--- src/design/lfdr_consts.svh ---
`ifndef LFDR_CONSTS_SVH
`define LFDR_CONSTS_SVH
// register byte offsets
`define LFDR_OFF_CTRL        12'h000
`define LFDR_OFF_THRESH      12'h004
`define LFDR_OFF_STATUS      12'h008
`define LFDR_OFF_LINE_WARN   12'h00c
`define LFDR_OFF_OPEN_LO     12'h010
`define LFDR_OFF_OPEN_HI     12'h014
`define LFDR_OFF_SHORT_LO    12'h018
`define LFDR_OFF_SHORT_HI    12'h01c
`define LFDR_OFF_RM_LINES    12'h020
// control field positions
`define LFDR_CTRL_RB_EN_BIT  0
`define LFDR_CTRL_RM_EN_BIT  1
// reset values
`define LFDR_CTRL_RST        32'h0000_0000
`define LFDR_THRESH_RST      24'h00_0000
// removal record slots
`define LFDR_RM_SLOTS        3
`endif

--- src/design/lfdr_pkg.sv ---
package lfdr_pkg;
  // per-colour comparator threshold codes
  typedef struct packed {
    logic [3:0] short_thresh_blue;
    logic [3:0] short_thresh_green;
    logic [3:0] short_thresh_red;
    logic [3:0] open_thresh_blue;
    logic [3:0] open_thresh_green;
    logic [3:0] open_thresh_red;
  } lfdr_thresh_s;

  // one removal record: line and faulty channels
  typedef struct packed {
    logic        valid;
    logic [3:0]  line;
    logic [47:0] chans;
  } lfdr_rm_rec_s;

  typedef enum logic [1:0] {
    LFDR_PROT_RUN   = 2'b00,
    LFDR_PROT_BLANK = 2'b01
  } lfdr_prot_e;
endpackage : lfdr_pkg

--- src/design/lfdr_ch_flags.sv ---
`timescale 1ns/1ps
// per-channel fault flag capture for one scan line
module lfdr_ch_flags
  import lfdr_pkg::*;
#(
  parameter int NCH = 48
) (
  input  wire logic           clk,
  input  wire logic           rst,
  input  wire logic [NCH-1:0] drive_on,
  input  wire logic [NCH-1:0] open_cmp,
  input  wire logic [NCH-1:0] short_cmp,
  input  wire logic           seg_start,
  output logic      [NCH-1:0] open_flags,
  output logic      [NCH-1:0] short_flags
);
  logic [NCH-1:0] open_r, open_nxt;
  logic [NCH-1:0] short_r, short_nxt;

  genvar g;
  generate
    for (g = 0; g < NCH; g++) begin : g_ch
      // comparator only trusted while the channel is on
      always_comb begin
        open_nxt[g]  = seg_start ? 1'b0 : open_r[g];
        short_nxt[g] = seg_start ? 1'b0 : short_r[g];
        if (drive_on[g] && open_cmp[g]) begin
          open_nxt[g] = 1'b1;
        end
        if (drive_on[g] && short_cmp[g]) begin
          short_nxt[g] = 1'b1;
        end
      end
    end
  endgenerate

  always_ff @(posedge clk) begin
    if (rst) begin
      open_r  <= '0;
      short_r <= '0;
    end else begin
      open_r  <= open_nxt;
      short_r <= short_nxt;
    end
  end

  assign open_flags  = open_nxt;
  assign short_flags = short_nxt;
endmodule : lfdr_ch_flags

--- src/design/lfdr_top.sv ---
`timescale 1ns/1ps
// How it works
// - over-temperature blanks all outputs until cleared
// - reference short blanks all outputs until cleared
// - open flag set when voltage above threshold
// - open threshold per red, green, blue
// - open results used only while driven
// - open line recorded, vector latched per segment
// - short flag set when voltage below threshold
// - short threshold per red, green, blue
// - short results used only while driven
// - short line recorded, vector latched per segment
// - short vector red, green, blue bit bands
// - removal blanks open-faulty channel on recorded line
// - blanking kept until reset or disable
// - at most first three faulty lines removed
`include "lfdr_consts.svh"
module lfdr_top
  import lfdr_pkg::*;
#(
  parameter int NCH   = 48,
  parameter int LINEW = 4
) (
  input  wire logic              clk,
  input  wire logic              rst,
  input  wire logic              psel,
  input  wire logic              penable,
  input  wire logic              pwrite,
  input  wire logic [11:0]       paddr,
  input  wire logic [31:0]       pwdata,
  output logic      [31:0]       prdata,
  output logic                   pready,
  output logic                   pslverr,
  input  wire logic              over_temp_shutdown,
  input  wire logic              ref_short_protect,
  input  wire logic [LINEW-1:0]  scan_line,
  input  wire logic              seg_end,
  input  wire logic [NCH-1:0]    chan_request,
  input  wire logic [NCH-1:0]    open_cmp,
  input  wire logic [NCH-1:0]    short_cmp,
  output logic      [NCH-1:0]    channel_output,
  output logic      [23:0]       thresh_codes
);
  logic                ctrl_rb_r, ctrl_rb_nxt;
  logic                ctrl_rm_r, ctrl_rm_nxt;
  lfdr_thresh_s        thr_r, thr_nxt;
  logic [LINEW-1:0]    open_line_r, open_line_nxt;
  logic [LINEW-1:0]    short_line_r, short_line_nxt;
  logic                open_seen_r, open_seen_nxt;
  logic                short_seen_r, short_seen_nxt;
  logic [NCH-1:0]      open_vec_r, open_vec_nxt;
  logic [NCH-1:0]      short_vec_r, short_vec_nxt;
  lfdr_rm_rec_s [2:0]  rm_r, rm_nxt;
  logic [NCH-1:0]      out_r, out_nxt;
  logic [23:0]         thr_out_r;
  logic [31:0]         prdata_r, prdata_nxt;
  logic                pready_r, pready_nxt;
  logic                pslverr_r, pslverr_nxt;
  lfdr_prot_e          prot_r, prot_nxt;
  logic [NCH-1:0]      open_flags, short_flags;
  logic                seg_end_d_r;
  logic                bus_wr;
  logic                hit_line;
  logic [NCH-1:0]      rm_mask;
  logic [2:0]          slot_hit;
  logic [NCH-1:0]      slot_mask [2:0];

  // flags restart each segment after the previous end
  lfdr_ch_flags #(.NCH(NCH)) u_flags (
    .clk         (clk),
    .rst         (rst),
    .drive_on    (out_r),
    .open_cmp    (open_cmp),
    .short_cmp   (short_cmp),
    .seg_start   (seg_end_d_r),
    .open_flags  (open_flags),
    .short_flags (short_flags)
  );

  // writes land at the edge that completes the access, as the master sees it
  assign bus_wr = psel && penable && pwrite && pready_r;

  // protection blanking state
  always_comb begin
    prot_nxt = LFDR_PROT_RUN;
    if (over_temp_shutdown || ref_short_protect) begin
      prot_nxt = LFDR_PROT_BLANK;
    end
  end

  // protection state; no hysteresis here, since the detectors
  // upstream already hold their indication until the release level
  always_ff @(posedge clk) begin
    if (rst) begin
      prot_r <= LFDR_PROT_BLANK;
    end else begin
      prot_r <= prot_nxt;
    end
  end

  // register writes from the bus
  always_comb begin
    ctrl_rb_nxt = ctrl_rb_r;
    ctrl_rm_nxt = ctrl_rm_r;
    thr_nxt     = thr_r;
    if (bus_wr && paddr == `LFDR_OFF_CTRL) begin
      ctrl_rb_nxt = pwdata[`LFDR_CTRL_RB_EN_BIT];
      ctrl_rm_nxt = pwdata[`LFDR_CTRL_RM_EN_BIT];
    end
    if (bus_wr && paddr == `LFDR_OFF_THRESH) begin
      thr_nxt = pwdata[23:0];
    end
  end

  // control and thresholds; the port copy keeps thresh_codes a flop
  always_ff @(posedge clk) begin
    if (rst) begin
      ctrl_rb_r <= 1'b0;
      ctrl_rm_r <= 1'b0;
      thr_r     <= `LFDR_THRESH_RST;
      thr_out_r <= `LFDR_THRESH_RST;
    end else begin
      ctrl_rb_r <= ctrl_rb_nxt;
      ctrl_rm_r <= ctrl_rm_nxt;
      thr_r     <= thr_nxt;
      thr_out_r <= thr_nxt;
    end
  end

  // line warnings and segment vectors
  always_comb begin
    open_line_nxt  = open_line_r;
    short_line_nxt = short_line_r;
    open_seen_nxt  = open_seen_r;
    short_seen_nxt = short_seen_r;
    open_vec_nxt   = open_vec_r;
    short_vec_nxt  = short_vec_r;
    if (|(open_cmp & out_r)) begin
      open_line_nxt = scan_line;
      open_seen_nxt = 1'b1;
    end
    if (|(short_cmp & out_r)) begin
      short_line_nxt = scan_line;
      short_seen_nxt = 1'b1;
    end
    if (seg_end) begin
      open_vec_nxt  = open_flags;
      short_vec_nxt = short_flags;
    end
  end

  // warning lines, seen bits and latched vectors
  always_ff @(posedge clk) begin
    if (rst) begin
      open_line_r  <= '0;
      short_line_r <= '0;
      open_seen_r  <= 1'b0;
      short_seen_r <= 1'b0;
      open_vec_r   <= '0;
      short_vec_r  <= '0;
    end else begin
      open_line_r  <= open_line_nxt;
      short_line_r <= short_line_nxt;
      open_seen_r  <= open_seen_nxt;
      short_seen_r <= short_seen_nxt;
      open_vec_r   <= open_vec_nxt;
      short_vec_r  <= short_vec_nxt;
    end
  end

  // open removal records; first three lines only
  always_comb begin
    logic placed;
    placed = 1'b0;
    rm_nxt = rm_r;
    if (!ctrl_rm_r) begin
      rm_nxt = '0;
    end else if (seg_end && |open_flags) begin
      for (int i = 0; i < `LFDR_RM_SLOTS; i++) begin
        if (rm_r[i].valid && rm_r[i].line == scan_line) begin
          rm_nxt[i].chans = rm_r[i].chans | open_flags;
          placed = 1'b1;
        end
      end
      for (int i = 0; i < `LFDR_RM_SLOTS; i++) begin
        if (!placed && !rm_r[i].valid) begin
          rm_nxt[i].valid = 1'b1;
          rm_nxt[i].line  = scan_line;
          rm_nxt[i].chans = open_flags;
          placed = 1'b1;
        end
      end
    end
  end

  // removal records; reset clears them as well as disable does
  // held until reset or removal disable
  always_ff @(posedge clk) begin
    if (rst) begin
      rm_r <= '0;
    end else begin
      rm_r <= rm_nxt;
    end
  end

  // per-slot line match; a slot masks only while removal is enabled
  // slot line match
  genvar s;
  generate
    for (s = 0; s < `LFDR_RM_SLOTS; s++) begin : g_slot
      assign slot_hit[s]  = ctrl_rm_r && rm_r[s].valid && (rm_r[s].line == scan_line);
      assign slot_mask[s] = slot_hit[s] ? rm_r[s].chans : '0;
    end
  endgenerate

  // channel outputs with blanking applied
  always_comb begin
    hit_line = |slot_hit;
    rm_mask  = '0;
    for (int i = 0; i < `LFDR_RM_SLOTS; i++) begin
      rm_mask = rm_mask | slot_mask[i];
    end
    out_nxt = chan_request & ~rm_mask;
    if (prot_nxt == LFDR_PROT_BLANK) begin
      out_nxt = '0;
    end
  end

  // channel outputs; one cycle behind request, line and protection
  always_ff @(posedge clk) begin
    if (rst) begin
      out_r <= '0;
    end else begin
      out_r <= out_nxt;
    end
  end

  // apb read and answer; one wait state
  always_comb begin
    pready_nxt  = psel && penable && !pready_r;
    pslverr_nxt = 1'b0;
    prdata_nxt  = '0;
    if (psel && penable && !pready_r) begin
      unique case (paddr)
        `LFDR_OFF_CTRL:      prdata_nxt = {30'h0, ctrl_rm_r, ctrl_rb_r};
        `LFDR_OFF_THRESH:    prdata_nxt = {8'h00, thr_r};
        `LFDR_OFF_STATUS:    prdata_nxt = {28'h0, hit_line, short_seen_r,
                                           open_seen_r, prot_r == LFDR_PROT_BLANK};
        `LFDR_OFF_LINE_WARN: prdata_nxt = ctrl_rb_r ?
                                          {16'h0, 4'h0, short_line_r, 4'h0, open_line_r}
                                          : 32'h0;
        `LFDR_OFF_OPEN_LO:   prdata_nxt = ctrl_rb_r ? open_vec_r[31:0] : 32'h0;
        `LFDR_OFF_OPEN_HI:   prdata_nxt = ctrl_rb_r ? {16'h0, open_vec_r[47:32]} : 32'h0;
        `LFDR_OFF_SHORT_LO:  prdata_nxt = ctrl_rb_r ? short_vec_r[31:0] : 32'h0;
        `LFDR_OFF_SHORT_HI:  prdata_nxt = ctrl_rb_r ? {16'h0, short_vec_r[47:32]} : 32'h0;
        `LFDR_OFF_RM_LINES:  prdata_nxt = {17'h0, rm_r[2].valid, rm_r[2].line,
                                           rm_r[1].valid, rm_r[1].line,
                                           rm_r[0].valid, rm_r[0].line};
        default:             pslverr_nxt = 1'b1;
      endcase
    end
  end

  // bus answer registers; the answer stands for exactly one cycle,
  // so a master that stretches the access sees a fresh pulse every second cycle
  always_ff @(posedge clk) begin
    if (rst) begin
      prdata_r  <= '0;
      pready_r  <= 1'b0;
      pslverr_r <= 1'b0;
    end else begin
      prdata_r  <= prdata_nxt;
      pready_r  <= pready_nxt;
      pslverr_r <= pslverr_nxt;
    end
  end

  // segment end delayed by one cycle restarts the flags, so the
  // latch at seg_end still sees the last cycle of the segment
  always_ff @(posedge clk) begin
    if (rst) begin
      seg_end_d_r <= 1'b0;
    end else begin
      seg_end_d_r <= seg_end;
    end
  end

  assign channel_output = out_r;
  assign thresh_codes   = thr_out_r;
  assign prdata         = prdata_r;
  assign pready         = pready_r;
  assign pslverr        = pslverr_r;
endmodule : lfdr_top

--- config.mk ---
export PLATFORM = sky130hd
export DESIGN_NAME = lfdr_top
export DESIGN_NICKNAME = d
export VERILOG_FILES = /design/src/design/lfdr_pkg.sv /design/src/design/lfdr_ch_flags.sv /design/src/design/lfdr_top.sv
export VERILOG_INCLUDE_DIRS = /design/src /design/src/design
export SDC_FILE = /design/constraint.sdc
export NUM_CORES = 1
export LEC_CHECK = 0
export BUFFER_PORTS_ARGS = -buffer_cell sky130_fd_sc_hd__buf_4
export CAP_MARGIN = 20
export CORE_MARGIN = 1.5
export CORE_UTILIZATION = 55
export CTS_CLUSTER_DIAMETER = 30
export CTS_CLUSTER_SIZE = 24
export DETAILED_ROUTE_END_ITERATION = 16
export HOLD_SLACK_MARGIN = 0.08
export PLACE_DENSITY = 0.86
export SETUP_SLACK_MARGIN = 0.4
export SLEW_MARGIN = 10
export SYNTH_ARGS = -nofsm -noshare
export SYNTH_HDL_FRONTEND = slang
export SYNTH_SLANG_ARGS = --single-unit
export TNS_END_PERCENT = 1
--- constraint.sdc ---
create_clock -name clk -period 3.9 [get_ports clk]
set_input_delay 0 -clock clk [delete_from_list [all_inputs] [get_ports clk]]
set_output_delay 0 -clock clk [all_outputs]
set_load 0.01 [all_outputs]
==> impl_metrics.env <==
export IMPL_peakVddDrop_mv=0.397
export IMPL_yosysUniqueCellTypes=51
export IMPL_antenna_found_initial=3
export IMPL_cts_root_buf="clkbuf_16"
export IMPL_skew_ps=29.7
export IMPL_worstPathMaxFanout=48
export IMPL_die_x_um=182
export IMPL_cts_tree="built"
export IMPL_yosysWarningCount=0
export IMPL_drc_errors=0
export IMPL_maxCapViolCount=0
export IMPL_required_ps=4370
export IMPL_p_per_area_nw_per_um2=525
export IMPL_status="complete, no violations"
export IMPL_num_rows=65
export IMPL_cp_start_kind="flip-flop"
export IMPL_utilization=0.802
export IMPL_r2r_end="rm_r[117]"
export IMPL_fin_ws_ps=391
export IMPL_place_ws_ps=581
export IMPL_synth_seq_area_share=0.533
export IMPL_layout_common_cells="dfxtp_1 (471), buf_4 (366), nor2_1 (273)"
export IMPL_port_buffers=297
export IMPL_avgSynthCellArea_um2=9.34
export IMPL_ys_ff_latch=471
export IMPL_fin_area_um2=25400
export IMPL_syn_cell_area_um2=17700
export IMPL_wl_um=72400
export IMPL_syn_nets=2094
export IMPL_grt_pass1_wl_um=109000
export IMPL_timing_final_crit_share=0.900
export IMPL_syn_instance_count=1894
export IMPL_cp_arrival_ps=3970
export IMPL_ff2ff_path_depth=10
export IMPL_dieHeight_um=182
export IMPL_final_layout_size_suffix_gt1_frac=0.216
export IMPL_die_area_um2=33200
export IMPL_crit_path_end_kind="flip-flop"
export IMPL_path_class="flip-flop to flip-flop"
export IMPL_wl_per_cell_um=25.3
export IMPL_area_growth_syn_to_layout_pct=43.5
export IMPL_detail_route_antenna_nets=0
export IMPL_mostFrequentLayoutCell="dfxtp_1"
export IMPL_grt_usage=0.427
export IMPL_worstMarginPinSlew_ps=1150
export IMPL_leakage_nw=9.79
export IMPL_async_flop_share=0
export IMPL_power_total_w=0.0133
export IMPL_grt_max_degree=114
export IMPL_tns_ps=0
export IMPL_synth_edf_count=0
export IMPL_grt_overflow=0
export IMPL_yosys_area_top_type_share=0.533
export IMPL_numClockSinks=471
export IMPL_worst_skew_pair_late_latency_ps=590
export IMPL_gp_congestion=0.943
export IMPL_synthTopCellsByArea="dfxtp_1 (53%), a22oi_1 (6.2%), nor2_1 (5.9%)"
export IMPL_dp_hpwl_um=43600
export IMPL_cts_buffer_depth=3
export IMPL_whs_path_depth=6
export IMPL_vias=18900
export IMPL_regToRegSetupSlack_ps=390
export IMPL_grt_pass1_vias=18700
export IMPL_grt_setup_unrepaired="yes"
export IMPL_numCtsBuffers=81
export IMPL_hp_class="primary input to flip-flop"
export IMPL_final_min_clock_period_ps=3510
export IMPL_initial_utilization=0.559
export IMPL_nets=2593
export IMPL_clk_pin_slew_ps=50
export IMPL_hold_viol=0
export IMPL_h_tree_depth=3
export IMPL_min_from="paddr[3]"
export IMPL_slew_viol_final=0
export IMPL_drt_pre_antenna_iters=7
export IMPL_startpoint="seg_end_d_r"
export IMPL_r2r_start="seg_end_d_r"
export IMPL_synth_flop_cell="dfxtp_1"
export IMPL_core_area_um2=31600
export IMPL_timing_slew_headroom=0.223
export IMPL_drt_iter0_markers=2968
export IMPL_pin_count=306
export IMPL_fmax_mhz=285
export IMPL_min_to="thresh_codes[3]"
export IMPL_cts_setup_buffers=0
export IMPL_setup_violations=0
export IMPL_synth_top_area_cell="dfxtp_1"
export IMPL_placed_area_um2=20400
export IMPL_via_per_inst=6.58
## registers in the layout, indices dropped and copies added, names as in the netlist
signal           flops
channel_output      48
ctrl_rb_r            1
ctrl_rm_r            1
open_line_r          4
open_seen_r          1
open_vec_r          48
prdata              32
pready               1
prot_r               1
pslverr              1
rm_r               159
seg_end_d_r          1
short_line_r         4
short_seen_r         1
short_vec_r         48
thresh_codes        24
u_flags.open_r      48
u_flags.short_r     48
## where the power goes
part / total [W] / leakage (nW) / internal (W) / switching [W]
clock network: 0.00746 / 1.40 / 0.00487 / 0.00259
registers: 0.00501 / 3.82 / 0.00492 / 0.0000907
logic: 0.000855 / 4.57 / 0.000401 / 0.000453
total: 0.0133 / 9.79 / 0.0102 / 0.00313
## worst max path at each step
stage / slack, ps / cells after the start / end
after floorplan: 1140 / 13 / rm_r[128]
after global placement: 620 / 9 / rm_r[124]
after detailed placement: 580 / 10 / rm_r[133]
after CTS: 550 / 10 / rm_r[115]
after global routing: 300 / 10 / rm_r[122]
final: 390 / 10 / rm_r[117]
## Yosys cell counts, types with 6 or more instances
cell type    n
a221oi_1    62
and3_1       6
buf_4        7
buf_1       12
a22o_1      20
nand2_1    195
mux2i_1     23
a32o_1      51
o22ai_1      7
o21ai_0     62
o2bb2ai_1   48
nand2b_1     8
a222oi_1     8
inv_1       10
a211oi_1    96
a21oi_1     31
dfxtp_1    471
buf_2       15
xor2_1      10
nand4_1     17
nand3_1     64
clkbuf_1   127
a22oi_1    145
nor4_1       8
and2_1       9
nor3_1      10
nor2_1     276
nand3b_1    49
## per-stage QoR
step,hold WS (ps),cells
after global placement,253,2502
after detailed placement,264,2502
after floorplan,136,1894
after CTS,87.5,2863
after global routing,139,2865
final,71.7,2866
## kinds of logic (layout without fill, tap and decap cells)
logic type                count (synthesis)  in the layout  share of synthesized area
AOI/OAI and AO/OA                       553            553                      0.239
xor gates and xnor gates                 12             12                    0.00594
buffers and inverters                   176            743                     0.0416
DFF                                     471            471                      0.533
muxes                                    26             26                     0.0149
other                                     0              3                          0
and+or+nand+nor                         656            656                      0.165
## critical path, stage by stage, from the launching register on
cell	delay (ps)
dfxtp_1	500
inv_2	250
buf_4	320
a22oi_1	250
buf_4	200
nand4_1	130
or4_1	520
o31a_2	410
o21a_1	140
buf_4	310
a32o_1	310
## layout make-up
type / count / area (um^2)
multi-input cells: 1247 / 7570
fillers: 1749 / 6250
inverters: 11 / 41.3
repair buffers: 581 / 4940
clock inverters: 52 / 693
diodes: 3 / 7.51
clock buffers: 99 / 2200
well taps: 402 / 503
flip-flops and latches: 471 / 9430
## per-layer routing
metal  part of all wire  track usage
met2               0.45        0.655
met4              0.071        0.289
met3               0.12        0.117
met5                  0            0
met1               0.36        0.526
## timing repair
item | 4_1_cts | 5_1_grt
hold buffers | 210 | 0
setup endpoints to repair | 0 | 111
gates resized for setup | 0 | 1
endpoints found under the hold margin | 364 | 0
Power figures use the tool's default switching activity.
